===== src/common/iolp_regs.svh =====
`ifndef IOLP_REGS_SVH
`define IOLP_REGS_SVH

// width of the storage register and of both data buses
`define IOLP_DATA_W 8
// stages in each pin synchroniser
`define IOLP_SYNC_STAGES 3
// storage contents after reset: user lines read back as ones
`define IOLP_LATCH_RST 8'hff
// output enable level while a bus is left undriven
`define IOLP_OE_OFF 1'b1

`endif


===== src/common/iolp_pkg.sv =====
package iolp_pkg;

    // user-side control pins, both active low
    typedef struct packed {
        logic strobe_n;
        logic oe_n;
    } iolp_user_ctl_t;

    // processor-side control pins
    typedef struct packed {
        logic select_n;
        logic write;
        logic read_n;
    } iolp_proc_ctl_t;

    // state of one three-state bus as driven out
    typedef struct packed {
        logic [7:0] data;
        logic oe_n;
    } iolp_bus_drive_t;

endpackage


===== src/rtl/iolp_pin_sync.sv =====
`timescale 1ns/1ps
`include "iolp_regs.svh"

// three-stage pin synchroniser; a bit changes once stages two and three agree
module iolp_pin_sync #(
    parameter int W = 1,
    parameter logic [W-1:0] RST_VAL = '0
) (
    input wire logic clk_in,
    input wire logic srst_in,
    input wire logic [W-1:0] pin_in,
    output logic [W-1:0] q_out
);
    logic [W-1:0] s1_q, s2_q, s3_q, q_q;
    logic [W-1:0] s1_d, s2_d, s3_d, q_d;

    // stage one feeds stage two only; the agreement test looks at two and three
    always_comb
    begin
        s1_d = pin_in;
        s2_d = s1_q;
        s3_d = s2_q;
        q_d = q_q;
        for (int i = 0; i < W; i++)
        begin
            if (s2_q[i] == s3_q[i])
            begin
                q_d[i] = s3_q[i];
            end
        end
    end

    // registers only
    always_ff @(posedge clk_in)
    begin
        if (srst_in)
        begin
            s1_q <= RST_VAL;
            s2_q <= RST_VAL;
            s3_q <= RST_VAL;
            q_q <= RST_VAL;
        end
        else
        begin
            s1_q <= s1_d;
            s2_q <= s2_d;
            s3_q <= s3_d;
            q_q <= q_d;
        end
    end

    assign q_out = q_q;
endmodule


===== src/rtl/iolp_latch_reg.sv =====
`timescale 1ns/1ps
`include "iolp_regs.svh"

// the shared storage register; user write wins over processor write
module iolp_latch_reg #(
    parameter int W = `IOLP_DATA_W
) (
    input wire logic clk_in,
    input wire logic srst_in,
    input wire logic user_wr_in,
    input wire logic [W-1:0] user_data_in,
    input wire logic proc_wr_in,
    input wire logic [W-1:0] proc_data_in,
    output logic [W-1:0] q_out
);
    logic [W-1:0] store_q;
    logic [W-1:0] store_d;

    // next contents by priority; hold when nobody writes
    always_comb
    begin
        store_d = store_q;
        if (user_wr_in)
        begin
            store_d = user_data_in;
        end
        else if (proc_wr_in)
        begin
            store_d = proc_data_in;
        end
    end

    // reset stands in for the power-up state
    always_ff @(posedge clk_in)
    begin
        if (srst_in)
        begin
            store_q <= W'(`IOLP_LATCH_RST);
        end
        else
        begin
            store_q <= store_d;
        end
    end

    assign q_out = store_q;
endmodule


===== src/rtl/iolp_port.sv =====
`timescale 1ns/1ps
`include "iolp_regs.svh"

// Functional notes
// one 8-bit register, both buses write, read
// simultaneous writes: user data stored
// select high idles processor bus only
// after reset user ones, processor bus floating
// user bus driven on enable low, strobe high
// user strobe low captures while master clock high
// user strobe low blocks processor writes
// processor read drives contents on its bus
// processor write stores bus when clock high
// cross-port read returns inverted value
// same-port read returns unchanged value
// processor lines active low, user lines high
// no write keeps stored value
module iolp_port #(
    parameter int W = `IOLP_DATA_W
) (
    input wire logic clk_in,
    input wire logic srst_in,
    input wire logic master_clock_in,
    input wire logic master_select_n_in,
    input wire logic write_command_in,
    input wire logic read_command_n_in,
    input wire logic user_input_strobe_n_in,
    input wire logic user_output_enable_n_in,
    input wire logic [W-1:0] user_data_lines_in,
    input wire logic [W-1:0] processor_bus_lines_in,
    output logic [W-1:0] user_data_lines_out,
    output logic user_data_lines_oe_n_out,
    output logic [W-1:0] processor_bus_lines_out,
    output logic processor_bus_lines_oe_n_out
);
    iolp_pkg::iolp_user_ctl_t user_ctl_raw;
    iolp_pkg::iolp_user_ctl_t user_ctl;
    iolp_pkg::iolp_proc_ctl_t proc_ctl_raw;
    iolp_pkg::iolp_proc_ctl_t proc_ctl;
    logic mclk_s;
    logic [W-1:0] ud_s;
    logic [W-1:0] iv_s;
    logic [W-1:0] latch_q;
    logic user_wr;
    logic proc_wr;
    logic user_drive;
    logic proc_drive;
    iolp_pkg::iolp_bus_drive_t ud_q, ud_d;
    iolp_pkg::iolp_bus_drive_t iv_q, iv_d;

    assign user_ctl_raw.strobe_n = user_input_strobe_n_in;
    assign user_ctl_raw.oe_n = user_output_enable_n_in;
    assign proc_ctl_raw.select_n = master_select_n_in;
    assign proc_ctl_raw.write = write_command_in;
    assign proc_ctl_raw.read_n = read_command_n_in;

    // every pin comes from outside the clock domain
    iolp_pin_sync #(
        .W(2),
        .RST_VAL(2'b11)
    ) u_user_ctl_sync (
        .clk_in(clk_in),
        .srst_in(srst_in),
        .pin_in(user_ctl_raw),
        .q_out(user_ctl)
    );

    // processor controls settle idle: select high, write low, read high
    iolp_pin_sync #(
        .W(3),
        .RST_VAL(3'b101)
    ) u_proc_ctl_sync (
        .clk_in(clk_in),
        .srst_in(srst_in),
        .pin_in(proc_ctl_raw),
        .q_out(proc_ctl)
    );

    // master clock is just a sampled level here, not a clock
    iolp_pin_sync #(
        .W(1),
        .RST_VAL(1'b0)
    ) u_mclk_sync (
        .clk_in(clk_in),
        .srst_in(srst_in),
        .pin_in(master_clock_in),
        .q_out(mclk_s)
    );

    // data lines; bits may settle on different cycles, so hold data
    // stable well before the master clock rises
    iolp_pin_sync #(
        .W(W),
        .RST_VAL('0)
    ) u_ud_sync (
        .clk_in(clk_in),
        .srst_in(srst_in),
        .pin_in(user_data_lines_in),
        .q_out(ud_s)
    );

    iolp_pin_sync #(
        .W(W),
        .RST_VAL('1)
    ) u_iv_sync (
        .clk_in(clk_in),
        .srst_in(srst_in),
        .pin_in(processor_bus_lines_in),
        .q_out(iv_s)
    );

    // write qualifiers; writes repeat each cycle the master clock is high,
    // which mimics a transparent latch closing on the falling edge
    assign user_wr = !user_ctl.strobe_n && mclk_s;
    assign proc_wr = !proc_ctl.select_n && proc_ctl.write && mclk_s
        && user_ctl.strobe_n;

    // the register holds user polarity; processor data enters inverted
    iolp_latch_reg #(
        .W(W)
    ) u_latch (
        .clk_in(clk_in),
        .srst_in(srst_in),
        .user_wr_in(user_wr),
        .user_data_in(ud_s),
        .proc_wr_in(proc_wr),
        .proc_data_in(~iv_s),
        .q_out(latch_q)
    );

    // bus drive decisions; select never gates the user side
    assign user_drive = user_ctl.strobe_n && !user_ctl.oe_n;
    assign proc_drive = !proc_ctl.select_n && !proc_ctl.read_n
        && !proc_ctl.write;

    // next state of both output buses
    always_comb
    begin
        ud_d.data = latch_q;
        ud_d.oe_n = !user_drive;
        iv_d.data = ~latch_q;
        iv_d.oe_n = !proc_drive;
    end

    // outputs straight from flops; both buses float during reset
    always_ff @(posedge clk_in)
    begin
        if (srst_in)
        begin
            ud_q.data <= W'(`IOLP_LATCH_RST);
            ud_q.oe_n <= `IOLP_OE_OFF;
            iv_q.data <= ~W'(`IOLP_LATCH_RST);
            iv_q.oe_n <= `IOLP_OE_OFF;
        end
        else
        begin
            ud_q <= ud_d;
            iv_q <= iv_d;
        end
    end

    assign user_data_lines_out = ud_q.data;
    assign user_data_lines_oe_n_out = ud_q.oe_n;
    assign processor_bus_lines_out = iv_q.data;
    assign processor_bus_lines_oe_n_out = iv_q.oe_n;
endmodule


===== config.mk =====
export PLATFORM = sky130hd
export DESIGN_NAME = iolp_port
export DESIGN_NICKNAME = d
export VERILOG_FILES = /design/src/common/iolp_pkg.sv /design/src/rtl/iolp_pin_sync.sv /design/src/rtl/iolp_latch_reg.sv /design/src/rtl/iolp_port.sv
export VERILOG_INCLUDE_DIRS = /design/src /design/src/common
export SDC_FILE = /design/constraint.sdc
export NUM_CORES = 1
export LEC_CHECK = 0
export ABC_AREA = 1
export BUFFER_PORTS_ARGS = -buffer_cell sky130_fd_sc_hd__buf_2
export CAP_MARGIN = 20
export CORE_ASPECT_RATIO = 1.4
export CORE_MARGIN = 10
export CORE_UTILIZATION = 40
export CTS_BUF_LIST = sky130_fd_sc_hd__clkbuf_4
export DETAILED_ROUTE_END_ITERATION = 16
export GPL_ROUTABILITY_DRIVEN = 0
export PLACE_DENSITY = 0.56
export SLEW_MARGIN = 10
export SYNTH_ARGS = -nofsm -noshare
export SYNTH_HDL_FRONTEND = slang
export SYNTH_SLANG_ARGS = --single-unit

===== constraint.sdc =====
create_clock -name clk_in -period 1.4 [get_ports clk_in]
set_clock_uncertainty 0.15 [all_clocks]
set_input_delay 0 -clock clk_in [delete_from_list [all_inputs] [get_ports clk_in]]
set_output_delay 0 -clock clk_in [all_outputs]
set_load 0.01 [all_outputs]

==> impl_metrics.py, run 1 <==
metrics = {
    "run_status": {
        "outcome": "complete, no violations",
    },
    "sta": {
        "setup-tns-final_ps": 0,
        "finalCriticalPeriod_ps": 1320,
        "relSlewSlack_pct": 56.5,
        "rsz0062_at_grt": "false",
        "period_share_pct": 94.6,
        "finalMaxSlewViolations": 0,
        "final_hold_viol_count": 0,
        "tightest_slew_ps": 651,
        "fmax_mhz": 755,
        "setup_viol": 0,
    },
    "global_routing": {
        "gr-total-overflow": 0,
        "grt_max_degree": 26,
        "grt_pass1_wl_mm": 11.6,
        "antenna_found_initial": 0,
        "grt_pass1_vias": 2755,
        "grtUsageTotal_pct": 11.2,
    },
    "yosys": {
        "syn_area_um2": 3500,
        "synth-adder-area-share_pct": 0,
        "ys_seq_area_share_pct": 65.2,
        "ys_warn_count": 0,
        "postSynthCellCount": 376,
        "synth_cell_type_count": 19,
        "synth-seq-cells": 114,
        "synth_compound_area_share_pct": 6.08,
        "synth_area_per_cell_um2": 9.31,
        "synth_mux_area_share_pct": 0,
        "synth_top_family_by_area": "simple AND/OR/NAND/NOR gates",
        "syn_nets": 400,
        "synthXorXnorAreaFrac_pct": 0,
        "synth-simple-area-share_pct": 20.4,
    },
    "setup_path": {
        "r2r_cells": 3,
        "crit_fanout": 3,
        "crit_type": "reg2reg",
        "reg2reg_slack_ps": 80,
        "slowest_stage": "dlygate4sd3_1",
        "endpoint_kind": "flop",
        "required_ps": 1660,
        "crit_family": "buffers and inverters",
        "path_cells": "a21oi_1 -> dlygate4sd3_1 -> nand2_1",
        "worst_setup_path_start_kind": "flop",
        "critPathBufInv": 1,
        "worstPathArrival_ps": 1580,
        "crit_path_max_incr_delay_ps": 570,
        "r2r_end": "u_iv_sync.q_out[4]",
        "timing.rr.start": "u_iv_sync.s2_q[4]",
    },
    "cts": {
        "clk_latency_ps": 520,
        "cts_buffers": 17,
        "h-tree-depth": 4,
        "cts_resized": 0,
        "cts_tree": "built",
        "root_buffer": "clkbuf_4",
        "path_clk_slew_ps": 100,
        "clk_path_buf_depth": 2,
        "clkSinkCount": 114,
        "post_cts_buffers": 0,
    },
    "detailed_routing": {
        "vias": 2655,
        "drc": 0,
        "routedWlPerCell_um": 10.6,
        "dr.pass1.iters": 4,
        "viasPerCell": 4.35,
        "drtAntennaViolNets": 0,
        "drt_iter0_markers": 121,
        "totalWireLength_mm": 6.49,
    },
    "die": {
        "fp.coreArea_um2": 8560,
        "rows": 40,
        "die_x_um": 99.1,
        "die_h_um": 131,
        "initial_core_util_pct": 40.9,
        "die_area_um2": 12900,
        "io_pins": 42,
    },
    "place": {
        "dp_hpwl_mm": 3.97,
        "port_buffers": 41,
    },
    "flow_run": {
        "drv_cap": 0,
    },
    "finish": {
        "area_growth_pct": 35.6,
        "nFillCells": 794,
        "insertedDiodeCount": 0,
        "utilization_pct": 55.5,
        "post_route_cells_drive_above_1_share_pct": 23.0,
        "regArea_um2": 2280,
        "multiInputGateArea_um2": 927,
        "nets": 516,
    },
    "pwr": {
        "ir_drop_mv": 0.762,
        "power_density_nw_per_um2": 1280,
        "p_leak_nw": 2.17,
    },
    "min_path": {
        "holdCritPathClass": "in2reg",
        "worstHoldPathCells": 3,
        "min_to": "u_user_ctl_sync.s1_q[0]",
        "hold_start": "srst_in",
    },
}
layout by cell type (no fill, tap or decap), drive strengths merged, types with 20 or more instances in the layout:
cell and count:
buf 46, clkbuf 20, dfxtp 114, dlygate4sd3 64, inv 55, nand2 40, nand3 27, nor2 51
o21ai 22, or2 34
metal layers:
| metal | GRT usage [%] | wire length, um | up-vias | share of wire (%) |
|---|---|---|---|---|
| li1 | - | - | 1393 | - |
| met2 | 20.1 | 3320 | 49 | 51 |
| met3 | 5.25 | 418 | 14 | 6.4 |
| met1 | 9.98 | 2590 | 1199 | 40 |
| met5 | 0 | 0 | - | 0 |
| met4 | 6.51 | 155 | 0 | 2.4 |
area by class of cell:
class                      instances  share of cell area [%]
tap                              105                    2.77
clock buffer                      20                    3.16
clock inverter                    12                    2.95
multi-input combinational        194                    19.5
sequential                       114                    48.1
timing repair buffer             110                    19.1
inverter                          55                    4.40
how the worst max path moves through the flow:
stage,startpoint,to,slack [ps],cells after the start
floorplan,u_user_ctl_sync.q_out[1],u_latch.q_out[5],310,7
global placement,u_mclk_sync.q_out,u_latch.q_out[1],270,4
detailed placement,u_mclk_sync.q_out,u_latch.q_out[1],210,3
CTS,u_proc_ctl_sync.q_out[2],u_proc_ctl_sync.q_out[2],1,5
global route,u_iv_sync.s2_q[4],u_iv_sync.q_out[4],30,3
finish,u_iv_sync.s2_q[4],u_iv_sync.q_out[4],80,3
registers in the layout (all words and copies together) (netlist names), 2 cells and up:
name / cells
u_proc_ctl_sync.q_out: 3
u_ud_sync.s2_q: 8
u_user_ctl_sync.s1_q: 2
u_user_ctl_sync.q_out: 2
u_latch.q_out: 8
u_proc_ctl_sync.s1_q: 3
u_iv_sync.s2_q: 8
u_ud_sync.q_out: 8
u_ud_sync.s3_q: 8
u_ud_sync.s1_q: 8
u_proc_ctl_sync.s3_q: 3
u_user_ctl_sync.s2_q: 2
u_proc_ctl_sync.s2_q: 3
u_user_ctl_sync.s3_q: 2
processor_bus_lines_out: 8
u_iv_sync.q_out: 8
u_iv_sync.s3_q: 8
user_data_lines_out: 8
u_iv_sync.s1_q: 8
worst reg2reg max path, stage by stage (launching register included):
cell and delay [ps]:
dfxtp_1 320, a21oi_1 140, dlygate4sd3_1 570, nand2_1 50
metrics by stage:
step                cell area (um2)  hold slack, ps  std cells  setup slack, ps  power [mW]
floorplan                      3500           -46.2        376              309        3.53
global placement               3820            31.8        514              265        3.59
detailed placement             3820            33.6        514              210        3.59
CTS                            4730             242        608             1.28        6.15
global route                   4750             245        610             30.1        6.35
finish                         4750             235        610             76.2        6.07
cells by family after synthesis:
kind of cell / count (synthesis)
AOI/OAI and AO/OA: 42
and+or+nand+nor: 152
DFF: 114
buffers and inverters: 68
repair_timing:
action | CTS | global route
hold endpoints to repair | 111 | 55
endpoints found under the setup margin | 0 | 42
hold buffers | 62 | 8
synthesized netlist by cell type (all sizes together):
| master | instances | area (um2) |
|---|---|---|
| dfxtp | 114 | 2280 |
| o21ai | 22 | 110 |
| nand3 | 27 | 140 |
| or2 | 34 | 213 |
| buf | 11 | 72.6 |
| clkbuf | 2 | 10.0 |
| o211ai | 1 | 7.51 |
| a21oi | 19 | 95.1 |
| nand2 | 40 | 170 |
| inv | 55 | 209 |
| nor2 | 51 | 191 |
report_power, final:
group          internal, mW  total [mW]  switching [mW]
Combinational         0.190       0.294           0.104
Clock                  1.27        2.43            1.16
Sequential             3.32        3.35          0.0295
Total                  4.78        6.07            1.29
No activity file was read; power rests on OpenSTA's default activity.
==> inputs of run 2 (changes only) <==
--- a/config.mk
+++ b/config.mk
@@ -13,10 +13,12 @@
 export CORE_MARGIN = 10
 export CORE_UTILIZATION = 40
 export CTS_BUF_LIST = sky130_fd_sc_hd__clkbuf_4
+export CTS_CLUSTER_SIZE = 14
 export DETAILED_ROUTE_END_ITERATION = 16
 export GPL_ROUTABILITY_DRIVEN = 0
 export PLACE_DENSITY = 0.56
 export SLEW_MARGIN = 10
 export SYNTH_ARGS = -nofsm -noshare
 export SYNTH_HDL_FRONTEND = slang
+export SYNTH_HIERARCHICAL = 1
 export SYNTH_SLANG_ARGS = --single-unit
==> impl_metrics.py, run 2 <==
metrics = {
    "sta": {
        "rsz0062_at_grt": "true",
        "whs_ps": -216,
        "setup_viol": 0,
        "finalCriticalPeriod_ps": 1370,
        "relSlewSlack_pct": 64.9,
        "finalMaxSlewViolations": 0,
        "fmax_mhz": 728,
        "final_hold_viol_count": 6,
        "tightest_slew_ps": 525,
        "period_share_pct": 98.1,
    },
    "yosys": {
        "syn_nets": 441,
        "synth_top_area_share_pct": 61.7,
        "synth_edf_count": 0,
        "yosysTopAreaCell": "dfxtp_1",
        "async_flop_share_pct": 0,
        "yosys-top-cells-area": "dfxtp_1 (62%), inv_1 (7.7%), nor2_1 (6.6%), nand2_1 (6.0%), or2_1 (3.0%)",
        "synth_most_common_cell": "dfxtp_1",
        "syn_area_um2": 3700,
        "synth_area_per_cell_um2": 8.87,
        "ys_seq_area_share_pct": 61.7,
        "synth_cell_type_count": 20,
        "synth-seq-cells": 114,
        "ys_top_cells_by_count": "dfxtp_1 (114), inv_1 (76), nor2_1 (65), nand2_1 (59)",
        "ys_warn_count": 6,
        "postSynthCellCount": 417,
        "ys.flop_type": "dfxtp_1",
    },
    "setup_path": {
        "worstPathArrival_ps": 1620,
        "crit_type": "reg2reg",
        "path_depth": 2,
        "reg2reg_slack_ps": 30,
        "endpoint_kind": "flop",
        "crit_family": "buffers and inverters",
        "worst_setup_path_start_kind": "flop",
        "slowest_stage": "dlygate4sd3_1",
        "crit_path_max_incr_delay_ps": 550,
        "critPathBufInv": 1,
        "r2r_cells": 2,
        "required_ps": 1650,
        "crit_fanout": 1,
        "path_cells": "or2_2 -> dlygate4sd3_1",
    },
    "global_routing": {
        "grt_max_degree": 27,
        "antenna_found_initial": 1,
        "grt_pass1_vias": 2835,
        "grt_pass1_wl_mm": 11.7,
        "gr-total-overflow": 0,
        "grtUsageTotal_pct": 10.9,
    },
    "detailed_routing": {
        "vias": 2818,
        "drc": 0,
        "drt_iter0_markers": 85,
        "routedWlPerCell_um": 9.77,
        "drtAntennaViolNets": 0,
        "totalWireLength_mm": 6.60,
        "viasPerCell": 4.17,
        "dr.pass1.iters": 4,
    },
    "place": {
        "port_buffers": 41,
        "dp_hpwl_mm": 3.89,
        "dp.cells": 560,
        "place_area_um2": 4000,
    },
    "cts": {
        "h-tree-depth": 4,
        "clkSinkCount": 114,
        "path_clk_slew_ps": 90,
        "cts_tree": "built",
        "post_cts_buffers": 0,
        "cts_buffers": 17,
        "clk_latency_ps": 510,
        "clk_path_buf_depth": 2,
        "root_buffer": "clkbuf_4",
    },
    "die": {
        "die_h_um": 134,
        "io_pins": 42,
        "initial_core_util_pct": 41.0,
        "die_x_um": 101,
        "die_area_um2": 13600,
        "rows": 41,
        "fp.coreArea_um2": 9030,
    },
    "pwr": {
        "ir_drop_mv": 0.673,
        "p_sw_mw": 1.31,
        "power_frac_clock_pct": 41.1,
        "swShare_pct": 20.9,
        "power_density_nw_per_um2": 1220,
        "p_leak_nw": 2.47,
        "seq_power_share_pct": 53.4,
        "combPwrFrac_pct": 5.5,
        "power.internal_mw": 4.96,
    },
    "finish": {
        "fin_cells": 675,
        "nets": 578,
        "final_common_cell": "dfxtp_1",
        "post_route_cells_drive_above_1_share_pct": 19.0,
        "utilization_pct": 56.9,
        "fin_area_um2": 5140,
        "final_cell_mix": "dfxtp_1 (113), dlygate4sd3_1 (82), inv_1 (76)",
        "area_growth_pct": 38.8,
    },
    "run_status": {
        "violations": "negative hold slack",
        "outcome": "finished with violations",
    },
    "flow_run": {
        "drv_cap": 0,
    },
    "min_path": {
        "holdCritPathClass": "in2reg",
        "worstHoldPathCells": 3,
    },
}
[run 2: cell count changes after synthesis, moves of 10 or more]
cell     previous run  this run
inv_1              54        76
nand2_1            36        59
nand3_1            26        16
nor2_1             51        65
o21ai_0            21         4
or2_1               2        18
or2_2              32         6
[run 2: path summary, 6_finish.rpt]
kind / startpoint / end
setup / recovery: u_iv_sync/s1_q[5] / u_iv_sync/s2_q[5]
hold / removal: srst_in / u_iv_sync/s3_q[1]
setup reg to reg: u_iv_sync/s1_q[5] / u_iv_sync/s2_q[5]
hold reg to reg: u_user_ctl_sync/s1_q[1] / u_user_ctl_sync/s2_q[1]
[run 2: worst min-delay path: stages]
cell and delay [ps]:
buf_4 260, nor2_1 100, inv_1 40
[run 2: final cells by class]
class	instances	area, um2
diodes	1	2.50
clock buffers	19	143
clock inverters	13	166
fillers	813	3890
inverters	87	332
multi-input cells	205	977
flip-flops and latches	114	2280
well taps	107	134
repair buffers	129	1100
[run 2: cells by family after synthesis]
logic type | share of synthesized area, %
DFF | 61.7
buffers and inverters | 11.9
and+or+nand+nor | 22.5
AOI/OAI and AO/OA | 3.92
[run 2: timing repair]
action / CTS / global route
hold endpoints to repair: 90 / 11
gates resized for setup: 0 / 1
endpoints found under the setup margin: 0 / 6
hold buffers: 87 / 3
[run 2: power by group through the flow]
stage | combinational, mW | clock, mW | sequential [mW]
global placement | 0.187 | 0 | 3.42
finish | 0.344 | 2.58 | 3.35
detailed placement | 0.191 | 0 | 3.42
global route | 0.385 | 2.82 | 3.36
floorplan | 0.137 | 0 | 3.42
CTS | 0.347 | 2.69 | 3.35
[run 2: layer usage]
layer	track usage [%]	wire, um	vias up
met5	0	0	-
met4	6.13	177	0
met2	17.6	3250	54
met3	5.86	405	15
li1	-	-	1503
met1	10.7	2770	1246
[run 2: through the flow]
step                TNS (ps)  setup WS [ps]  total power [mW]
floorplan                  0            295              3.55
global placement           0            207              3.61
detailed placement         0            171              3.62
CTS                        0           13.1              6.38
global route           -58.7          -26.9              6.56
finish                     0           26.0              6.27
